$ cat src/hw/ahar_params.svh
`ifndef AHAR_PARAMS_SVH
`define AHAR_PARAMS_SVH

// =====================================================================
// Widths, clock and timing
`define AHAR_POS_W 32
`define AHAR_CLK_HZ 25000000
`define AHAR_EN_PULSE_US 1000
`define AHAR_EN_PULSE_CYC ((`AHAR_CLK_HZ / 1000000) * `AHAR_EN_PULSE_US)
`define AHAR_CNT_W 16

// =====================================================================
// Reset values and field positions
`define AHAR_POS_RST 32'h00000000
`define AHAR_STS_RST 16'h0000
`define AHAR_STS_CODE_MSB 15
`define AHAR_STS_CODE_LSB 8
`define AHAR_ALM_CODE_MSB 7
`define AHAR_ALM_CODE_LSB 0

`endif

$ cat src/hw/ahar_pkg.sv
`include "ahar_params.svh"

package ahar_pkg;

  typedef logic signed [`AHAR_POS_W-1:0] ahar_pos_t;

  // Position set held by the controller
  typedef struct packed {
    ahar_pos_t commanded_position;
    ahar_pos_t feedback_position;
    ahar_pos_t encoder_count;
  } ahar_posset_t;

  // Answer of the driver to a position query
  typedef struct packed {
    ahar_pos_t position;
    logic [7:0] status_code;
    logic [7:0] alarm_code;
  } ahar_drv_info_t;

  typedef enum logic [1:0] {
    AHAR_EN_IDLE = 2'b01,
    AHAR_EN_PULSE = 2'b10
  } ahar_en_state_t;

endpackage

$ cat src/hw/ahar_core.sv
`timescale 1ns/1ns
`include "ahar_params.svh"

module ahar_core
  import ahar_pkg::*;
(
  input wire logic i_clk,
  input wire logic i_reset,
  input wire logic i_home_reset_cmd,
  input wire logic i_post_alarm_enable_command,
  input wire logic i_driver_position_query,
  input wire logic i_driver_position_sync,
  input wire ahar_drv_info_t i_drv_info,
  input wire logic i_home_seek_done,
  input wire logic i_home_deviation_clear_cfg,
  input wire logic i_pos_load,
  input wire ahar_posset_t i_pos_in,
  output ahar_posset_t o_pos,
  output ahar_pos_t o_position_deviation,
  output ahar_pos_t o_driver_position,
  output logic [15:0] o_driver_status_word,
  output logic o_home_reset_out,
  output logic o_enable_request_out,
  output logic o_deviation_clear_out
);

  localparam int unsigned EN_CYC = `AHAR_EN_PULSE_CYC;

  ahar_posset_t pos_reg;
  ahar_posset_t pos_next;
  ahar_pos_t dev;
  ahar_pos_t drv_pos_reg;
  logic [15:0] sts_reg;
  logic home_out_reg;
  logic dcl_out_reg;
  ahar_en_state_t en_state_reg;
  logic [`AHAR_CNT_W-1:0] en_cnt_reg;

  // =====================================================================
  // Position bookkeeping
  assign dev = pos_reg.commanded_position - pos_reg.feedback_position;

  always_comb begin
    pos_next = pos_reg;
    if (i_home_reset_cmd) begin
      pos_next.commanded_position = `AHAR_POS_RST;
      // Shift both by the same amount so deviation survives
      pos_next.feedback_position = pos_reg.feedback_position - pos_reg.commanded_position;
      pos_next.encoder_count = pos_reg.encoder_count - pos_reg.commanded_position;
    end else if (i_driver_position_sync) begin
      pos_next.commanded_position = i_drv_info.position;
      pos_next.feedback_position = pos_reg.feedback_position
                                   + (i_drv_info.position - pos_reg.commanded_position);
      pos_next.encoder_count = pos_reg.encoder_count
                               + (i_drv_info.position - pos_reg.commanded_position);
    end else if (i_pos_load) begin
      pos_next = i_pos_in;
    end
  end

  always_ff @(posedge i_clk or posedge i_reset) begin
    if (i_reset) begin
      pos_reg <= '0;
    end else begin
      pos_reg <= pos_next;
    end
  end

  // =====================================================================
  // Driver query capture; sync also refreshes the stored answer
  always_ff @(posedge i_clk or posedge i_reset) begin
    if (i_reset) begin
      drv_pos_reg <= `AHAR_POS_RST;
      sts_reg <= `AHAR_STS_RST;
    end else if (i_driver_position_query || i_driver_position_sync) begin
      drv_pos_reg <= i_drv_info.position;
      sts_reg <= {i_drv_info.status_code, i_drv_info.alarm_code};
    end
  end

  // =====================================================================
  // Home reset output (home command or seek done) and deviation clear output (seek done with cfg), one cycle later
  always_ff @(posedge i_clk or posedge i_reset) begin
    if (i_reset) begin
      home_out_reg <= 1'b0;
    end else begin
      home_out_reg <= i_home_reset_cmd || i_home_seek_done;
    end
  end

  always_ff @(posedge i_clk or posedge i_reset) begin
    if (i_reset) begin
      dcl_out_reg <= 1'b0;
    end else begin
      dcl_out_reg <= i_home_seek_done && i_home_deviation_clear_cfg;
    end
  end

  // =====================================================================
  // Enable request pulse; a new command during the pulse is ignored
  always_ff @(posedge i_clk or posedge i_reset) begin
    if (i_reset) begin
      en_state_reg <= AHAR_EN_IDLE;
      en_cnt_reg <= '0;
    end else begin
      case (en_state_reg)
        AHAR_EN_IDLE: begin
          if (i_post_alarm_enable_command) begin
            en_state_reg <= AHAR_EN_PULSE;
            en_cnt_reg <= '0;
          end
        end
        AHAR_EN_PULSE: begin
          if (en_cnt_reg == `AHAR_CNT_W'(EN_CYC - 1)) begin
            en_state_reg <= AHAR_EN_IDLE;
          end else begin
            en_cnt_reg <= en_cnt_reg + 1'b1;
          end
        end
        default: en_state_reg <= AHAR_EN_IDLE;
      endcase
    end
  end

  assign o_pos = pos_reg;
  assign o_position_deviation = dev;
  assign o_driver_position = drv_pos_reg;
  assign o_driver_status_word = sts_reg;
  assign o_home_reset_out = home_out_reg;
  assign o_deviation_clear_out = dcl_out_reg;
  assign o_enable_request_out = (en_state_reg == AHAR_EN_PULSE);

  // =====================================================================
  // Checks
  property p_home_zero;
    @(posedge i_clk) disable iff (i_reset)
      i_home_reset_cmd |=> (pos_reg.commanded_position == 0);
  endproperty
  a_home_zero: assert property (p_home_zero) else $error("home reset not zero");

  property p_home_dev;
    @(posedge i_clk) disable iff (i_reset)
      i_home_reset_cmd |=> (pos_reg.feedback_position == -$past(dev));
  endproperty
  a_home_dev: assert property (p_home_dev) else $error("deviation lost");

  property p_home_out;
    @(posedge i_clk) disable iff (i_reset)
      (i_home_reset_cmd || i_home_seek_done) |=> o_home_reset_out;
  endproperty
  a_home_out: assert property (p_home_out) else $error("home out missing");

  property p_en_start;
    @(posedge i_clk) disable iff (i_reset)
      (i_post_alarm_enable_command && !o_enable_request_out) |=> o_enable_request_out;
  endproperty
  a_en_start: assert property (p_en_start) else $error("enable not raised");

  // =====================================================================
  // Pulse width watch
  // A window of 25000 cycles is too long to unroll, so an independent
  // counter measures the high time and the checks look at its value
  logic [`AHAR_CNT_W-1:0] en_len_cnt_reg;

  always_ff @(posedge i_clk or posedge i_reset) begin
    if (i_reset) begin
      en_len_cnt_reg <= '0;
    end else if (o_enable_request_out) begin
      en_len_cnt_reg <= en_len_cnt_reg + 1'b1;
    end else begin
      en_len_cnt_reg <= '0;
    end
  end

  property p_en_len;
    @(posedge i_clk) disable iff (i_reset)
      $fell(o_enable_request_out) |-> (en_len_cnt_reg == `AHAR_CNT_W'(EN_CYC));
  endproperty
  a_en_len: assert property (p_en_len) else $error("enable width wrong");

  property p_en_max;
    @(posedge i_clk) disable iff (i_reset)
      o_enable_request_out |-> (en_len_cnt_reg < `AHAR_CNT_W'(EN_CYC));
  endproperty
  a_en_max: assert property (p_en_max) else $error("enable held too long");

  property p_seek_home;
    @(posedge i_clk) disable iff (i_reset)
      i_home_seek_done |=> o_home_reset_out;
  endproperty
  a_seek_home: assert property (p_seek_home) else $error("seek home missing");

  property p_dcl;
    @(posedge i_clk) disable iff (i_reset)
      o_deviation_clear_out |-> $past(i_home_seek_done && i_home_deviation_clear_cfg);
  endproperty
  a_dcl: assert property (p_dcl) else $error("bad deviation clear");

  property p_dcl_set;
    @(posedge i_clk) disable iff (i_reset)
      (i_home_seek_done && i_home_deviation_clear_cfg) |=> o_deviation_clear_out;
  endproperty
  a_dcl_set: assert property (p_dcl_set) else $error("deviation clear missing");

  property p_sts;
    @(posedge i_clk) disable iff (i_reset)
      i_driver_position_query |=>
        (o_driver_status_word == $past({i_drv_info.status_code, i_drv_info.alarm_code}));
  endproperty
  a_sts: assert property (p_sts) else $error("status word wrong");

  property p_sync;
    @(posedge i_clk) disable iff (i_reset)
      (i_driver_position_sync && !i_home_reset_cmd) |=>
        (pos_reg.commanded_position == $past(i_drv_info.position)) && (dev == $past(dev));
  endproperty
  a_sync: assert property (p_sync) else $error("sync wrong");

  c_home: cover property (@(posedge i_clk) disable iff (i_reset) i_home_reset_cmd);
  c_en: cover property (@(posedge i_clk) disable iff (i_reset) $fell(o_enable_request_out));
  c_dcl: cover property (@(posedge i_clk) disable iff (i_reset) o_deviation_clear_out);
  c_sync: cover property (@(posedge i_clk) disable iff (i_reset) i_driver_position_sync);

endmodule

$ cat config.mk
export PLATFORM = sky130hd
export DESIGN_NAME = ahar_core
export DESIGN_NICKNAME = d
export VERILOG_FILES = /design/src/hw/ahar_pkg.sv /design/src/hw/ahar_core.sv
export VERILOG_INCLUDE_DIRS = /design/src /design/src/hw
export SDC_FILE = /design/constraint.sdc
export NUM_CORES = 1
export LEC_CHECK = 0
export BUFFER_PORTS_ARGS = -buffer_cell sky130_fd_sc_hd__buf_2
export CORE_ASPECT_RATIO = 1.25
export CORE_MARGIN = 5
export CORE_UTILIZATION = 45
export DETAILED_ROUTE_END_ITERATION = 10
export PLACE_DENSITY = 0.77
export SYNTH_ARGS = -nofsm -noshare
export SYNTH_HDL_FRONTEND = slang
export SYNTH_SLANG_ARGS = --single-unit
$ cat constraint.sdc
create_clock -name i_clk -period 13.1 [get_ports i_clk]
set_input_delay 1.31 -clock i_clk [delete_from_list [all_inputs] [get_ports i_clk]]
set_output_delay 1.31 -clock i_clk [all_outputs]
set_load 0.01 [all_outputs]
---- Yosys cells after proc, flatten, opt, wreduce, memory -nomap -nowiden ----
Index checks and enable logic that the tools add are counted.
word-level totals
  memories ................................ 0
  logic and storage cells ................. 38
  bits in writable memories ............... 0
  latch bits .............................. 0
  input port bits ......................... 153
  ROM bits ................................ 0
  flip-flop bits (word level) ............. 164
operators by class
  reduce and logical (&&, ||, !) cells .... 7
  div/mod/pow operators ................... 0
  multiplexer cells ....................... 9
  $add $sub $neg .......................... 7
  magnitude comparators ................... 0
  $mul .................................... 0
  shift-type cells ........................ 0
  equal/unequal tests ..................... 6
  bitwise logic cells ..................... 0
operators by type and width
  kind                   number
  $mux 96                3
  $sub 32x32->32         4
  $add 32x32->32         2
  $mux 16                2
  $pmux 16 s2            1
  $add 16x1->16 const B  1
  $eq 16x15->1 const B   1
  $mux 2                 2
  $ne 2x2->1 const B     2
  $pmux 2 s2             1
  $reduce_and 3->1       1
  $reduce_bool 3->1      1
  $eq 2x1->1 const B     1
  $eq 2x2->1 const B     1
  $logic_or 1x1->1       2
  $ne 2x1->1 const B     1
  $reduce_and 2->1       1
  $reduce_bool 2->1      1
  $logic_and 1x1->1      1

---- Depth between registers and ports, before layout ----
  word-level depth ........................ 4
  gate-level depth with buffers ........... 24
  depth with buffers taken out ............ 24

---- Worst setup path before layout ----
No wires, ideal clock.
  path type ............................... input port to flip-flop
  start point ............................. input port i_drv_info[16] (netlist name)
  end point ............................... register pos_reg, in the netlist o_pos[30]
  data required time ...................... 12.976 ns
  arrival ................................. 5.339 ns
  setup time .............................. 0.124 ns
  setup slack ............................. 7.637 ns
  stages .................................. 24
  buffers on the path ..................... 0
  cell sequence ........................... inv_1 ha_1 fa_1 nor2b_1 o21a_1 o21ai_2 a211oi_1 nor3b_2 o21bai_1 a21o_1 a21o_1 mux2i_1 nand3_1 ha_1 a2111oi_0 o21ai_0 a31o_2 a21oi_1 a2111oi_2 o41ai_2 o21ai_1 xnor2_1 a21o_1 nand3_1
between the ends
  word-level cells in the longest chain between the ends .. 4
RTL lines
  element               RTL line         RTL
  start, declared       ahar_core.sv:13  input wire ahar_drv_info_t i_drv_info,
  $sub 32x32->32        ahar_core.sv:55  + (i_drv_info.position - pos_reg.commanded_position);
  $add 32x32->32        ahar_core.sv:55
  $mux 96               ahar_core.sv:50  end else if (i_driver_position_sync) begin
  $mux 96               ahar_core.sv:45  if (i_home_reset_cmd) begin
  end signal, assigned  ahar_core.sv:65  pos_reg <= pos_next;
  end, declared         ahar_core.sv:29  ahar_posset_t pos_reg;
No other way between the ends.
A chain may end at the register's enable or synchronous reset.

---- Final worst setup path ----
  start point ............................. input port i_drv_info[16] (netlist name)
  end point ............................... register pos_reg, in the netlist o_pos[59]
between the ends
  word-level cells in the longest chain between the ends .. 4
RTL lines
  element         RTL line         RTL
  $sub 32x32->32  ahar_core.sv:53  + (i_drv_info.position - pos_reg.commanded_position);
  $add 32x32->32  ahar_core.sv:53
  $mux 96         ahar_core.sv:50
  $mux 96         ahar_core.sv:45
No other way between the ends.

==> impl_results.md <==
- Status: complete, no violations
- N_diodes: 0
- PD cells: roughly 240 nW/um2
- Clock Latency Late Sink: about 0.47 ns
- Largest net degree at the start of global routing: about 100
- Die height: about 230 um
- Global-route wire length before repair: between 90 and 100 mm
- Cell taking the most area after synthesis: dfrtp_1
- Cts bufs inserted: 17
- Async set-reset flop share out of synthesis: between 90% and 100%
- Synth Warn #: 0
- Net Count, Synth: 2408
- CTS Buffer Depth: 2
- Via density: 6.04
- Max-Cap Viols: 0
- Setup CP Type: in2reg
- Post-synth top cells: 234 x a21oi_1, 202 x nor2_1, 197 x ha_1
- Sequential area share after synthesis: 24.0%
- Final ANT Viol Nets: 0
- Die Area: ~42000 um2
- Max Freq: around 170 MHz
- Max_slew headroom: between 10% and 20%
- Top sig layer: met5
- Fin. Hold Viols: 0
- Mapped Area: about 17000 um2
- # IOs: 332
- CTS tree: built
- Tmin final: 6.03 ns
- Worst EP required: between 10 and 15 ns
- Post-DP HPWL: slightly below 50 mm
- RSZ-0062 raised after global routing: no
- Post-route cell area: a little under 20000 um2
- Worst vdd ir: 0.138 mV
- Setup Viol. Count Final: 0
- Post-synth top flop: dfrtp_1
- Post-CTS resize count: 0
- P&R area growth vs syn: 15.0%
- Yosys top cell area share: about a quarter
- CP Max Fanout: 4
- Core Box Area: between 30000 and 40000 um2
- Starting DRT DRC Count: between 1000 and 1500
- Largest cells by area after synthesis: dfrtp_1 24%, ha_1 14%, a21oi_1 6.8%
- Port Buffer Count: 331
- DR DRC count: 0
- Root Driver: clkbuf_16
- Avg Cell Area, Syn: approximately 8.3 um2
- Tot GR Track Use: between 20% and 30%
- Metal-1 WL: between 20 and 25 mm
- Critical path arrival: around 6.4 ns
- Initial antenna violation count: 2
- Total Wirelength: 62.4 mm
- Setup_tns: 0 ns
- Num rows: 80
- Vias in the first global route: ~17000
- Yosys reg bits: roughly 160
- Routed WL per cell: between 20 and 25 um
- Met2 wire len: around 31 mm
- Routability cong.: roughly 1.0
- # clock sinks: 164
- Die width: ~180 um
- Total congestion overflow: 0
- Hold-fix buffers at CTS: 0
- Via count: 17100
- Cell variety after synth: 96
- Layout cell share with drive strength beyond 1: roughly a fifth
- Startpoint Class: input port
- # fillers: 3633
- Slew Limit Fails: 0
- Post-synth EDFFs: 0
- Most frequent cell after synthesis: a21oi_1
- Worst-Margin Slew: between 1 and 1.5 ns
- # Post-CTS Setup Buffers: 0
- Wire length on met3: ~3.7 mm
- Starting Density: between 40 and 50%
- DR pass1 iterations: 5
- CTS clk-pin slew, worst paths: about 0.070 ns
- Setup crit end kind: flip-flop
- Placed cell area: 19100 um2
- Max reg flops: 96
- NumNets Final: 2679
- Tcrit/Tclk final: 46.1%
- Leak: around 9.3 nW
- Synthesized instance count: ~2100
- Worst clock skew: between 0.01 and 0.015 ns
- Htree depth: 4
- HP Class: reg2reg
==> metrics by stage <==
step	power [mW]	instances	hold WS [ns]	setup WS (ns)	util, %
floorplan	3.29	2052	0.498	7.36	-
global placement	4.20	2796	0.469	6.75	50.5
detailed placement	4.25	2796	0.470	6.66	50.5
CTS	4.79	2828	0.487	7.18	51.9
finish	4.82	2828	0.482	7.07	51.9
global route	5.18	2828	0.512	6.71	51.9
==> per-layer routing <==
metal	global-route usage, %	vias to the layer above
met2	50.4	677
li1	-	7973
met3	4.56	192
met1	33.4	8239
met4	14.8	4
met5	0	-
==> area by class of cell <==
type                       instances  area [um2]  area share (%)
tap                              492         616            3.12
inverter                         112         425            2.16
clock buffer                      18         429            2.18
multi-input combinational       1689       12300            62.3
timing repair buffer             339        1730            8.77
sequential                       164        4110            20.8
clock inverter                    14         128           0.648
==> worst max-delay path: stages <==
cell and delay, ns:
buf_2 0.07, inv_1 0.05, ha_1 0.26, fa_1 0.44, nor2b_1 0.13, o21a_1 0.17, o21ai_2 0.10, a211oi_1 0.34
nor3b_2 0.14, o21bai_1 0.23, a21o_1 0.16, a21o_1 0.17, mux2i_1 0.21, nand3_1 0.22, ha_1 0.38, and3_1 0.18
nor2b_1 0.15, o211ai_1 0.11, o211ai_1 0.13, a31oi_1 0.45, o21ai_0 0.33, a31oi_1 0.27, xnor2_1 0.14, nor2_1 0.06
a221oi_1 0.21
==> power breakdown <==
| group | internal, mW | switching [mW] |
|---|---|---|
| combinational | 1.45 | 2.04 |
| sequential | 0.635 | 0.184 |
| clock | 0.263 | 0.250 |
| total | 2.35 | 2.48 |
==> placed cells by master (no fill, tap or decap), types with 8 or more instances in the layout <==
cell       Yosys  final
or3_1         11     10
a31oi_1       26     26
xor2_1        53     53
xnor2_1      120    120
nand4_1       14     14
o21ai_0      113    113
a21oi_1      234    234
mux2i_1       64     64
buf_2         10    328
a221oi_1      14     14
and3_1        11     11
o21bai_1      19     19
inv_1        111    110
a211oi_1      33     33
nand2b_1      27     27
a21o_1        78     78
nor2b_1       26     26
nand2_1      117    117
clkbuf_16      0     17
nor3_1        32     31
o22ai_1       12     12
o21a_1        17     17
and2_1        10     10
ha_1         197    197
o211ai_1      10     10
buf_4          1     10
o31ai_1        8      8
nand3_1       39     39
mux2_2        54     54
a211o_1        8      8
nor2_1       202    201
o21ai_1        9      9
dfrtp_1      163    163
==> final timing paths <==
path / start / endpoint / slack [ns] / cells past startpoint
worst max-delay path: i_drv_info[16] / o_pos[59]$_DFFE_PP0P_ / 7.07 / 25
worst min-delay path: o_driver_position[0]$_DFFE_PP0P_ / o_driver_position[0]$_DFFE_PP0P_ / 0.48 / 2
worst max register to register: o_pos[65]$_DFFE_PP0P_ / o_pos[31]$_DFFE_PP0P_ / 7.44 / 22
worst min register to register: o_driver_position[0]$_DFFE_PP0P_ / o_driver_position[0]$_DFFE_PP0P_ / 0.48 / 2
max in group asynchronous: i_reset / o_pos[27]$_DFFE_PP0P_ / 10.52 / 3
min in group asynchronous: i_reset / o_driver_status_word[7]$_DFFE_PP0P_ / 1.06 / 2
==> logic make-up after synthesis <==
| logic type | after synthesis | share of synthesized area [%] |
|---|---|---|
| compound gates | 670 | 25.9 |
| simple gates | 525 | 14.4 |
| fa+ha+maj | 203 | 15.1 |
| buf+inv | 199 | 4.50 |
| xor+xnor | 173 | 8.84 |
| flops | 164 | 24.0 |
| mux | 118 | 7.29 |
No activity file was read; power rests on OpenSTA's default activity.
